**src/rtl/rxc_pkg.sv**
```systemverilog
// rxc_pkg: constants and carriers for the receive channel parameter block
// assumes a 32-bit classic wishbone register bus and a 32-bit memory port
package rxc_pkg;
    // register indices; byte address is four times the index
    localparam logic [5:0] IDX_TABLE_BASE = 6'h00; // channel_table_base
    localparam logic [5:0] IDX_CONTROL = 6'h01;    // channel enable
    localparam logic [5:0] IDX_IRQ_STATUS = 6'h02; // sticky events, ro
    localparam logic [5:0] IDX_IRQ_CLEAR = 6'h03;  // write one to clear
    localparam logic [5:0] IDX_IRQ_ENABLE = 6'h04; // event enables
    localparam logic [5:0] IDX_DESC_BASE = 6'h20;  // rx_descriptor_base
    localparam logic [5:0] IDX_MAX_LEN = 6'h22;    // max_rx_buffer_length
    localparam logic [5:0] IDX_STATE = 6'h24;      // rx_internal_state
    localparam logic [5:0] IDX_DATA_PTR = 6'h28;   // rx_data_pointer
    localparam logic [5:0] IDX_DESC_PTR = 6'h2c;   // rx_descriptor_pointer
    localparam logic [5:0] IDX_REMAIN = 6'h2e;     // rx_remaining_count
    localparam logic [5:0] IDX_PACK = 6'h30;       // rx_pack_word
    localparam logic [5:0] IDX_ZDS = 6'h34;        // zero_delete_state
    localparam logic [5:0] IDX_RSVD_A = 6'h38;     // reserved, reads zero
    localparam logic [5:0] IDX_SYNC = 6'h3c;       // transparent_sync_control
    localparam logic [5:0] IDX_RSVD_B = 6'h3e;     // reserved, reads zero

    // reset values
    localparam logic [31:0] STATE_RST = 32'h3900_0000;
    localparam logic [31:0] ZDS_RST = 32'h1800_0080;
    localparam logic [15:0] MAX_LEN_RST = 16'h0010;
    localparam logic [15:0] SYNC_RST = 16'h0000;

    // field positions
    localparam int BIG_ENDIAN_BIT = 28;  // bit three, msb-first numbering
    localparam int SYNC_EN_BIT = 15;     // hunt for pattern before storing
    localparam int CTRL_EN_BIT = 0;      // channel enable
    localparam int IRQ_CLOSED_BIT = 0;   // buffer closed event
    localparam int IRQ_OVERRUN_BIT = 1;  // byte lost event
    localparam int IRQ_W = 2;            // number of events

    // descriptor layout
    localparam logic [15:0] DESC_STRIDE = 16'h0008; // bytes per descriptor
    localparam logic [31:0] DESC_BUF_OFS = 32'h0000_0004; // buffer address
    localparam logic [31:0] WORD_BYTES = 32'h0000_0004;   // long word step
    localparam logic [1:0] LAST_LANE = 2'h3;              // fourth byte

    // channel sequencer states
    typedef enum logic [2:0] {
        ST_IDLE, ST_FETCH, ST_HUNT, ST_RECV, ST_WRITE
    } rxc_state_e;

    // memory request carrier
    typedef struct packed {
        logic we;
        logic [31:0] adr;
        logic [31:0] wdata;
    } rxc_mem_req_s;
endpackage : rxc_pkg

```
**src/rtl/rxc_channel.sv**
```systemverilog
// rxc_channel: one transparent receive channel with its parameter registers
// assumes bytes arrive from same-clock time slot logic as one-cycle strobes,
// and a memory port that answers each request with a one-cycle ack
//
// The Wishbone interface to the registers was chosen for this implementation.
`timescale 1ns/1ps
`default_nettype none

// Notes on behaviour
// - never exceed max length, then next descriptor; held only when max length is a nonzero multiple of four
// - keep 32-bit absolute receive data pointer
// - descriptor address is table base plus pointer
// - keep 16-bit remaining count, decrement per byte
// - pack bytes, write only whole long words
// - middle bytes hold last sixteen received bits
// - sync control word governs reception start
// - endianness bit selects byte order
// - descriptor table at base offset from table; desc_base_reg is only stored, the address is table base plus pointer
module rxc_channel (
    // clock, reset, enable
    input wire logic clk_i,
    input wire logic rst_i,
    input wire logic ce_i,
    // wishbone slave
    input wire logic wb_cyc_i,
    input wire logic wb_stb_i,
    input wire logic wb_we_i,
    input wire logic [7:0] wb_adr_i,
    input wire logic [3:0] wb_sel_i,
    input wire logic [31:0] wb_dat_i,
    output logic [31:0] wb_dat_o,
    output logic wb_ack_o,
    // received bytes from the time slot logic
    input wire logic rx_valid_i,
    input wire logic [7:0] rx_byte_i,
    // memory master
    output logic mem_req_o,
    output rxc_pkg::rxc_mem_req_s mem_o,
    input wire logic [31:0] mem_rdata_i,
    input wire logic mem_ack_i,
    // interrupt
    output logic irq_o
);
    rxc_pkg::rxc_state_e state_reg; // sequencer state
    rxc_pkg::rxc_state_e state_next; // its next value
    logic [31:0] table_base_reg; // common channel table base
    logic ctrl_en_reg; // channel enable
    logic [15:0] desc_base_reg; // descriptor table offset
    logic [15:0] max_len_reg; // bytes per buffer
    logic [31:0] state_word_reg; // internal state word
    logic [31:0] data_ptr_reg; // next write address
    logic [15:0] desc_ptr_reg; // current descriptor offset
    logic [15:0] remain_reg; // bytes still free
    logic [31:0] pack_reg; // packing word
    logic [1:0] lane_reg; // bytes held in pack
    logic [31:0] wword_reg; // long word awaiting write
    logic [31:0] zds_reg; // zero deletion state
    logic [15:0] sync_reg; // sync control word
    logic [rxc_pkg::IRQ_W-1:0] irq_stat_reg; // sticky events
    logic [rxc_pkg::IRQ_W-1:0] irq_en_reg; // event enables
    logic [rxc_pkg::IRQ_W-1:0] irq_set; // events this cycle
    logic ack_reg; // bus answer
    logic [31:0] rdata_reg; // bus read data
    logic [31:0] rdata_next; // read mux
    rxc_pkg::rxc_mem_req_s mem_reg; // registered memory request
    logic req_reg; // memory request strobe
    logic [5:0] idx; // register index
    logic bus_wr; // write takes effect
    logic [31:0] wmask; // byte lane mask
    logic take; // byte stored this cycle
    logic word_done; // memory ack on a data write
    logic [31:0] bd_addr; // descriptor address
    logic big_endian; // bus byte order

    assign idx = wb_adr_i[7:2];
    assign big_endian = state_word_reg[rxc_pkg::BIG_ENDIAN_BIT];
    assign bd_addr = table_base_reg + {16'h0000, desc_ptr_reg};
    assign take = ce_i && rx_valid_i && (state_reg == rxc_pkg::ST_RECV);
    assign word_done = ce_i && mem_ack_i && (state_reg == rxc_pkg::ST_WRITE);

    // byte lane mask from the select lines
    genvar g;
    generate
        for (g = 0; g < 4; g++) begin : g_lane
            assign wmask[8*g +: 8] = {8{wb_sel_i[g]}};
        end
    endgenerate

    // a write lands on the edge at which ack is seen
    assign bus_wr = wb_cyc_i && wb_stb_i && wb_we_i && ack_reg;

    // bus answer: one cycle after the strobe, dropped the next cycle
    always_ff @(posedge clk_i) begin
        if (rst_i) begin
            ack_reg <= 1'b0;
            rdata_reg <= 32'h0000_0000;
        end else if (ce_i) begin
            ack_reg <= wb_cyc_i && wb_stb_i && !ack_reg;
            rdata_reg <= rdata_next;
        end
    end

    // read mux; reserved and unmapped indices read zero
    always_comb begin
        rdata_next = 32'h0000_0000;
        unique case (idx)
            rxc_pkg::IDX_TABLE_BASE: rdata_next = table_base_reg;
            rxc_pkg::IDX_CONTROL: rdata_next[rxc_pkg::CTRL_EN_BIT] = ctrl_en_reg;
            rxc_pkg::IDX_IRQ_STATUS: rdata_next[1:0] = irq_stat_reg;
            rxc_pkg::IDX_IRQ_ENABLE: rdata_next[1:0] = irq_en_reg;
            rxc_pkg::IDX_DESC_BASE: rdata_next[15:0] = desc_base_reg;
            rxc_pkg::IDX_MAX_LEN: rdata_next[15:0] = max_len_reg;
            rxc_pkg::IDX_STATE: rdata_next = state_word_reg;
            rxc_pkg::IDX_DATA_PTR: rdata_next = data_ptr_reg;
            rxc_pkg::IDX_DESC_PTR: rdata_next[15:0] = desc_ptr_reg;
            rxc_pkg::IDX_REMAIN: rdata_next[15:0] = remain_reg;
            rxc_pkg::IDX_PACK: rdata_next = pack_reg;
            rxc_pkg::IDX_ZDS: rdata_next = zds_reg;
            rxc_pkg::IDX_SYNC: rdata_next[15:0] = sync_reg;
            default: rdata_next = 32'h0000_0000;
        endcase
    end

    // host-only configuration registers
    // length taken as written, multiple of four
    always_ff @(posedge clk_i) begin
        if (rst_i) begin
            table_base_reg <= 32'h0000_0000;
            ctrl_en_reg <= 1'b0;
            desc_base_reg <= 16'h0000;
            max_len_reg <= rxc_pkg::MAX_LEN_RST;
            state_word_reg <= rxc_pkg::STATE_RST;
            sync_reg <= rxc_pkg::SYNC_RST;
            irq_en_reg <= '0;
        end else if (ce_i && bus_wr) begin
            unique case (idx)
                rxc_pkg::IDX_TABLE_BASE: table_base_reg <=
                    (table_base_reg & ~wmask) | (wb_dat_i & wmask);
                rxc_pkg::IDX_CONTROL: if (wb_sel_i[0]) begin
                    ctrl_en_reg <= wb_dat_i[rxc_pkg::CTRL_EN_BIT];
                end
                rxc_pkg::IDX_IRQ_ENABLE: if (wb_sel_i[0]) begin
                    irq_en_reg <= wb_dat_i[1:0];
                end
                rxc_pkg::IDX_DESC_BASE: desc_base_reg <=
                    (desc_base_reg & ~wmask[15:0]) | (wb_dat_i[15:0] & wmask[15:0]);
                rxc_pkg::IDX_MAX_LEN: max_len_reg <=
                    (max_len_reg & ~wmask[15:0]) | (wb_dat_i[15:0] & wmask[15:0]);
                rxc_pkg::IDX_STATE: state_word_reg <=
                    (state_word_reg & ~wmask) | (wb_dat_i & wmask);
                rxc_pkg::IDX_SYNC: sync_reg <=
                    (sync_reg & ~wmask[15:0]) | (wb_dat_i[15:0] & wmask[15:0]);
                default: ;
            endcase
        end
    end

    // sequencer next state
    always_comb begin
        state_next = state_reg;
        unique case (state_reg)
            rxc_pkg::ST_IDLE: if (ctrl_en_reg) begin
                state_next = rxc_pkg::ST_FETCH;
            end
            rxc_pkg::ST_FETCH: if (mem_ack_i) begin
                state_next = sync_reg[rxc_pkg::SYNC_EN_BIT] ?
                    rxc_pkg::ST_HUNT : rxc_pkg::ST_RECV;
            end
            rxc_pkg::ST_HUNT: if (rx_valid_i && rx_byte_i == sync_reg[7:0]) begin
                state_next = rxc_pkg::ST_RECV;
            end
            rxc_pkg::ST_RECV: if (rx_valid_i && lane_reg == rxc_pkg::LAST_LANE) begin
                state_next = rxc_pkg::ST_WRITE;
            end
            rxc_pkg::ST_WRITE: if (mem_ack_i) begin
                state_next = (remain_reg == 16'h0000) ?
                    rxc_pkg::ST_FETCH : rxc_pkg::ST_RECV;
            end
        endcase
        if (!ctrl_en_reg && state_reg != rxc_pkg::ST_WRITE &&
            state_reg != rxc_pkg::ST_FETCH) begin
            state_next = rxc_pkg::ST_IDLE;
        end
    end

    // sequencer state register
    always_ff @(posedge clk_i) begin
        if (rst_i) begin
            state_reg <= rxc_pkg::ST_IDLE;
        end else if (ce_i) begin
            state_reg <= state_next;
        end
    end

    // memory request, built when a fetch or write is entered
    always_ff @(posedge clk_i) begin
        if (rst_i) begin
            req_reg <= 1'b0;
            mem_reg <= '0;
        end else if (ce_i) begin
            if (state_next == rxc_pkg::ST_FETCH && state_reg != rxc_pkg::ST_FETCH) begin
                req_reg <= 1'b1;
                mem_reg.we <= 1'b0;
                mem_reg.adr <= (state_reg == rxc_pkg::ST_WRITE) ?
                    table_base_reg + {16'h0000, desc_ptr_reg + rxc_pkg::DESC_STRIDE}
                    + rxc_pkg::DESC_BUF_OFS : bd_addr + rxc_pkg::DESC_BUF_OFS;
                mem_reg.wdata <= 32'h0000_0000;
            end else if (state_next == rxc_pkg::ST_WRITE &&
                         state_reg != rxc_pkg::ST_WRITE) begin
                req_reg <= 1'b1;
                mem_reg.we <= 1'b1;
                mem_reg.adr <= data_ptr_reg;
                mem_reg.wdata <= big_endian ? {pack_reg[31:8], rx_byte_i} :
                    {rx_byte_i, pack_reg[23:0]};
            end else if (mem_ack_i) begin
                req_reg <= 1'b0;
            end
        end
    end
    assign mem_req_o = req_reg;
    assign mem_o = mem_reg;

    // descriptor pointer: host load, advance after a full buffer
    always_ff @(posedge clk_i) begin
        if (rst_i) begin
            desc_ptr_reg <= 16'h0000;
        end else if (ce_i) begin
            if (word_done && remain_reg == 16'h0000) begin
                desc_ptr_reg <= desc_ptr_reg + rxc_pkg::DESC_STRIDE;
            end else if (bus_wr && idx == rxc_pkg::IDX_DESC_PTR) begin
                desc_ptr_reg <= (desc_ptr_reg & ~wmask[15:0]) |
                    (wb_dat_i[15:0] & wmask[15:0]);
            end
        end
    end

    // data pointer and remaining count
    always_ff @(posedge clk_i) begin
        if (rst_i) begin
            data_ptr_reg <= 32'h0000_0000;
            remain_reg <= 16'h0000;
        end else if (ce_i) begin
            if (state_reg == rxc_pkg::ST_FETCH && mem_ack_i) begin
                data_ptr_reg <= mem_rdata_i;
                remain_reg <= max_len_reg;
            end else begin
                if (word_done) begin
                    data_ptr_reg <= data_ptr_reg + rxc_pkg::WORD_BYTES;
                end
                if (take) begin
                    remain_reg <= remain_reg - 16'h0001;
                end
            end
        end
    end

    // packing word; byte placed by bus order
    always_ff @(posedge clk_i) begin
        if (rst_i) begin
            pack_reg <= 32'h0000_0000;
            lane_reg <= 2'h0;
        end else if (ce_i) begin
            if (state_reg == rxc_pkg::ST_FETCH) begin
                lane_reg <= 2'h0;
            end else if (take) begin
                lane_reg <= lane_reg + 2'h1;
                if (big_endian) begin
                    pack_reg[8*(3-lane_reg) +: 8] <= rx_byte_i;
                end else begin
                    pack_reg[8*lane_reg +: 8] <= rx_byte_i;
                end
            end
        end
    end

    // zero deletion history: middle bytes slide by one octet per byte
    always_ff @(posedge clk_i) begin
        if (rst_i) begin
            zds_reg <= rxc_pkg::ZDS_RST;
        end else if (ce_i) begin
            if (bus_wr && idx == rxc_pkg::IDX_ZDS) begin
                zds_reg <= (zds_reg & ~wmask) | (wb_dat_i & wmask);
            end else if (rx_valid_i && state_reg != rxc_pkg::ST_IDLE) begin
                zds_reg[23:8] <= {zds_reg[15:8], rx_byte_i};
            end
        end
    end

    // events: buffer closed, byte lost during a descriptor fetch or word write
    assign irq_set[rxc_pkg::IRQ_CLOSED_BIT] = word_done && remain_reg == 16'h0000;
    assign irq_set[rxc_pkg::IRQ_OVERRUN_BIT] = ce_i && rx_valid_i &&
        (state_reg == rxc_pkg::ST_FETCH || state_reg == rxc_pkg::ST_WRITE);

    // sticky status; a new event wins over a clear
    always_ff @(posedge clk_i) begin
        if (rst_i) begin
            irq_stat_reg <= '0;
        end else if (ce_i) begin
            if (bus_wr && idx == rxc_pkg::IDX_IRQ_CLEAR && wb_sel_i[0]) begin
                irq_stat_reg <= (irq_stat_reg & ~wb_dat_i[1:0]) | irq_set;
            end else begin
                irq_stat_reg <= irq_stat_reg | irq_set;
            end
        end
    end
    assign irq_o = |(irq_stat_reg & irq_en_reg);

    assign wb_ack_o = ack_reg;
    assign wb_dat_o = rdata_reg;

    // checks
    chk_buffer_move: assert property (@(posedge clk_i) disable iff (rst_i)
        word_done && remain_reg == 16'h0000 |=> state_reg == rxc_pkg::ST_FETCH)
        else $error("full buffer did not move to next descriptor");
    chk_data_ptr: assert property (@(posedge clk_i) disable iff (rst_i)
        word_done |=> data_ptr_reg == $past(data_ptr_reg) + rxc_pkg::WORD_BYTES)
        else $error("data pointer did not step by one word");
    chk_desc_addr: assert property (@(posedge clk_i) disable iff (rst_i)
        req_reg && !mem_reg.we && ce_i && mem_ack_i |->
        mem_reg.adr == bd_addr + rxc_pkg::DESC_BUF_OFS)
        else $error("descriptor read address wrong");
    chk_count_down: assert property (@(posedge clk_i) disable iff (rst_i)
        take |=> remain_reg == $past(remain_reg) - 16'h0001)
        else $error("remaining count not decremented");
    chk_word_pack: assert property (@(posedge clk_i) disable iff (rst_i)
        take && ctrl_en_reg && lane_reg == rxc_pkg::LAST_LANE |=>
        state_reg == rxc_pkg::ST_WRITE
        && req_reg && mem_reg.we)
        else $error("fourth byte did not start a word write");
    chk_history_win: assert property (@(posedge clk_i) disable iff (rst_i)
        take && !bus_wr |=> zds_reg[15:8] == $past(rx_byte_i))
        else $error("history window did not take the byte");
    chk_sync_hunt: assert property (@(posedge clk_i) disable iff (rst_i)
        ce_i && ctrl_en_reg && state_reg == rxc_pkg::ST_HUNT && rx_valid_i &&
        rx_byte_i != sync_reg[7:0] |=> state_reg == rxc_pkg::ST_HUNT)
        else $error("left hunt without pattern");
    chk_byte_order: assert property (@(posedge clk_i) disable iff (rst_i)
        take && big_endian && lane_reg == 2'h0 && !bus_wr |=>
        pack_reg[31:24] == $past(rx_byte_i))
        else $error("big-endian first byte misplaced");
    chk_open_reload: assert property (@(posedge clk_i) disable iff (rst_i)
        ce_i && state_reg == rxc_pkg::ST_FETCH && mem_ack_i |=>
        remain_reg == $past(max_len_reg) && data_ptr_reg == $past(mem_rdata_i))
        else $error("new buffer not reloaded");
endmodule : rxc_channel

`default_nettype wire

```
**config.mk**
```make
export PLATFORM = sky130hd
export DESIGN_NAME = rxc_channel
export DESIGN_NICKNAME = d
export VERILOG_FILES = /design/src/rtl/rxc_pkg.sv /design/src/rtl/rxc_channel.sv
export SDC_FILE = /design/constraint.sdc
export NUM_CORES = 1
export LEC_CHECK = 0
export BUFFER_PORTS_ARGS = -buffer_cell sky130_fd_sc_hd__buf_2
export CORE_MARGIN = 1
export CORE_UTILIZATION = 60
export DETAILED_ROUTE_END_ITERATION = 7
export PLACE_DENSITY = 0.81
export SLEW_MARGIN = 0
export SYNTH_ARGS = -nofsm -noshare
export SYNTH_HDL_FRONTEND = slang
export SYNTH_SLANG_ARGS = --single-unit
export TNS_END_PERCENT = 10
```
**constraint.sdc**
```tcl
create_clock -name clk_i -period 3.9 [get_ports clk_i]
set_input_delay 0 -clock clk_i [delete_from_list [all_inputs] [get_ports clk_i]]
set_output_delay 0 -clock clk_i [all_outputs]
set_load 0.01 [all_outputs]
```
==> impl_metrics.json <==
{
  "status": "complete, no violations",
  "final_cell_mix": "dfxtp_1, nand2_1, nor2_1, a21oi_1, buf_2",
  "antenna_found_initial": 1,
  "leakage_nw": 8.22,
  "synthCells": 2330,
  "finalPower_mw": 8.37,
  "max_cap_violations": 0,
  "cts_tree": "done",
  "fin_crit_sh_pct": 92.3,
  "fin_ws_ps": 300,
  "worstPathMaxFanout": 10,
  "worst_hold_slack_ps": 40.0,
  "grt_pass1_wl_um": 101000,
  "finalMaxSlewViolations": 0,
  "synth-edff-count": 0,
  "cts_made_buffers": 39,
  "die_area_um2": 31500,
  "grt_max_degree": 172,
  "finalClockSkew_ps": 18.6,
  "final.setup.tns_ps": 0,
  "worst_ep_required_time_ps": 4300,
  "syn-num-nets": 2491,
  "synthFlopType": "dfxtp_1",
  "fin_util_pct": 73.2,
  "end_kind": "flop",
  "drcViolationCount": 0,
  "nets": 2678,
  "top_layer": "met4",
  "routed_wl_um": 66600,
  "initial_core_util_pct": 61.8,
  "worstSetupPathType": "flop to flop",
  "layout_commonest_cell": "dfxtp_1",
  "multi_input_area_um2": 10700,
  "ant_nets": 0,
  "hold_path.class": "input port to flop",
  "rsz0062_at_grt": "false",
  "pin_count": 192,
  "hold_viol": 0,
  "hpwl_um": 45800,
  "setup_violations": 0,
  "arrival_ps": 4000,
  "routed_via_density": 6.70,
  "clk_pin_slew_ps": 60,
  "die-height_um": 178,
  "antenna_cells": 0,
  "port_buffers": 189,
  "layout-drive-gt1-share_pct": 14.5,
  "synth_cell_type_count": 77,
  "cts_setup_buffers": 0,
  "area_growth_pct": 18.5,
  "start_kind": "flop",
  "yosys_warnings": 0,
  "overflow": 0,
  "grtUsageTotal_pct": 41.2,
  "min_period_ps": 3600,
  "clkLatencyLatePin_ps": 540,
  "drt_iter0_drc": 2657,
  "die_x_um": 178,
  "gp_congestion": 0.987,
  "worstMarginPinSlew_ps": 1090,
  "maxSlewHeadroom_pct": 27.0,
  "ff_latch_area_um2": 6990,
  "avgSynthCellArea_um2": 7.94,
  "firstDrtPassIters": 7,
  "ys_async_sr_fraction_pct": 0,
  "vias": 19657,
  "htreeDepth": 2,
  "ir_drop_mv": 0.540,
  "pre_cts_ws_ps": 296,
  "nFillCells": 2309,
  "wl_per_cell_um": 22.7,
  "power_density_nw_per_um2": 382,
  "core_area_um2": 30000,
  "grt_pass1_vias": 18248,
  "dr_wl_met2_um": 29700,
  "synth_area_um2": 18500,
  "clock_path_buffers": 3,
  "core.rowCount": 63,
  "wl_met1_um": 25500,
  "ys_seq_area_share_pct": 37.8,
  "synth_seq_cells": 349,
  "wl_met3_um": 7190,
  "fmax_mhz": 278,
  "clkSinkCount": 349,
  "root_buffer": "clkbuf_16"
}
==> final cells by class <==
cell class / count / area share, %
clock inverter: 20 / 1.43
inverter: 23 / 0.394
clock buffer: 49 / 4.90
sequential: 349 / 31.9
tap: 390 / 2.23
multi-input combinational: 1778 / 49.0
timing repair buffer: 326 / 10.2
==> synth_stat cells (7+ instances only) <==
master / instances / area share [%]
a22oi_1: 146 / 5.9
and3_1: 15 / 0.51
o21ai_0: 97 / 2.6
inv_1: 23 / 0.47
a221o_1: 7 / 0.38
mux2_2: 40 / 2.4
clkbuf_1: 141 / 2.9
o22ai_1: 18 / 0.61
a221oi_1: 36 / 1.7
nand3_1: 133 / 3.6
nor4_1: 10 / 0.34
xnor2_1: 35 / 1.7
a211oi_1: 39 / 1.6
ha_1: 68 / 4.6
and2_1: 21 / 0.71
buf_2: 17 / 0.46
buf_1: 15 / 0.30
mux2i_1: 51 / 2.8
a21o_1: 7 / 0.28
a21oi_1: 212 / 5.7
o21a_1: 13 / 0.53
nor2_1: 253 / 5.1
nand2_1: 327 / 6.6
o31ai_1: 15 / 0.61
nor3b_1: 7 / 0.28
dfxtp_1: 349 / 38
nand4_1: 20 / 0.68
a31oi_1: 16 / 0.54
xor2_1: 16 / 0.76
nor3_1: 41 / 1.1
o211ai_1: 16 / 0.65
a311oi_1: 31 / 1.5
==> worst max-delay path, cell delays in order (launching register included) <==
cell and delay [ps]:
dfxtp_1 510, nand3_1 300, xnor2_1 250, ha_1 260
ha_1 440, o21a_1 170, o21a_1 110, o22ai_1 120
o21bai_1 330, a21oi_2 210, a2111oi_1 500, xnor2_1 170
o22ai_1 90
==> worst paths after layout <==
| kind | cells after the start | endpoint | slack (ps) | from |
|---|---|---|---|---|
| max | 12 | mem_o[55] | 300 | flop |
| max reg2reg | 12 | mem_o[55] | 300 | flop |
| min | 3 | flop | 40 | wb_sel_i[0] |
| min reg2reg | 2 | mem_o[40] | 450 | mem_o[40] |
==> per-stage QoR <==
stage          cells  cell area [µm²]
6_report        2935            21900
5_1_grt         2935            21900
3_3_place_gp    2780            19700
3_5_place_dp    2780            19700
2_1_floorplan   2330            18500
4_1_cts         2935            21900
==> repair_timing <==
action	CTS	global route
hold buffers	86	0
setup endpoints to repair	0	3
resized for setup	0	3
endpoints found under the hold margin	263	0
==> per-layer routing <==
layer,track usage [%],vias to the layer above
li1,-,8869
met1,52.9,9225
met2,64.8,1284
met3,7.67,279
met4,23.4,0
met5,0,-
==> cells by family after synthesis <==
group           count (synthesis)  share of synthesized area, %
simple gates                  872                          20.9
compound gates                695                          24.6
flops                         349                          37.8
buf+inv                       203                          4.40
mux                            91                          5.19
fa+ha+maj                      69                          4.71
xor+xnor                       51                          2.41
==> power breakdown <==
| group | internal, mW | switching, mW |
|---|---|---|
| Clock | 2.43 | 1.58 |
| Combinational | 0.252 | 0.446 |
| Sequential | 3.61 | 0.0528 |
Note: power is estimated with default switching activity, not from simulation.
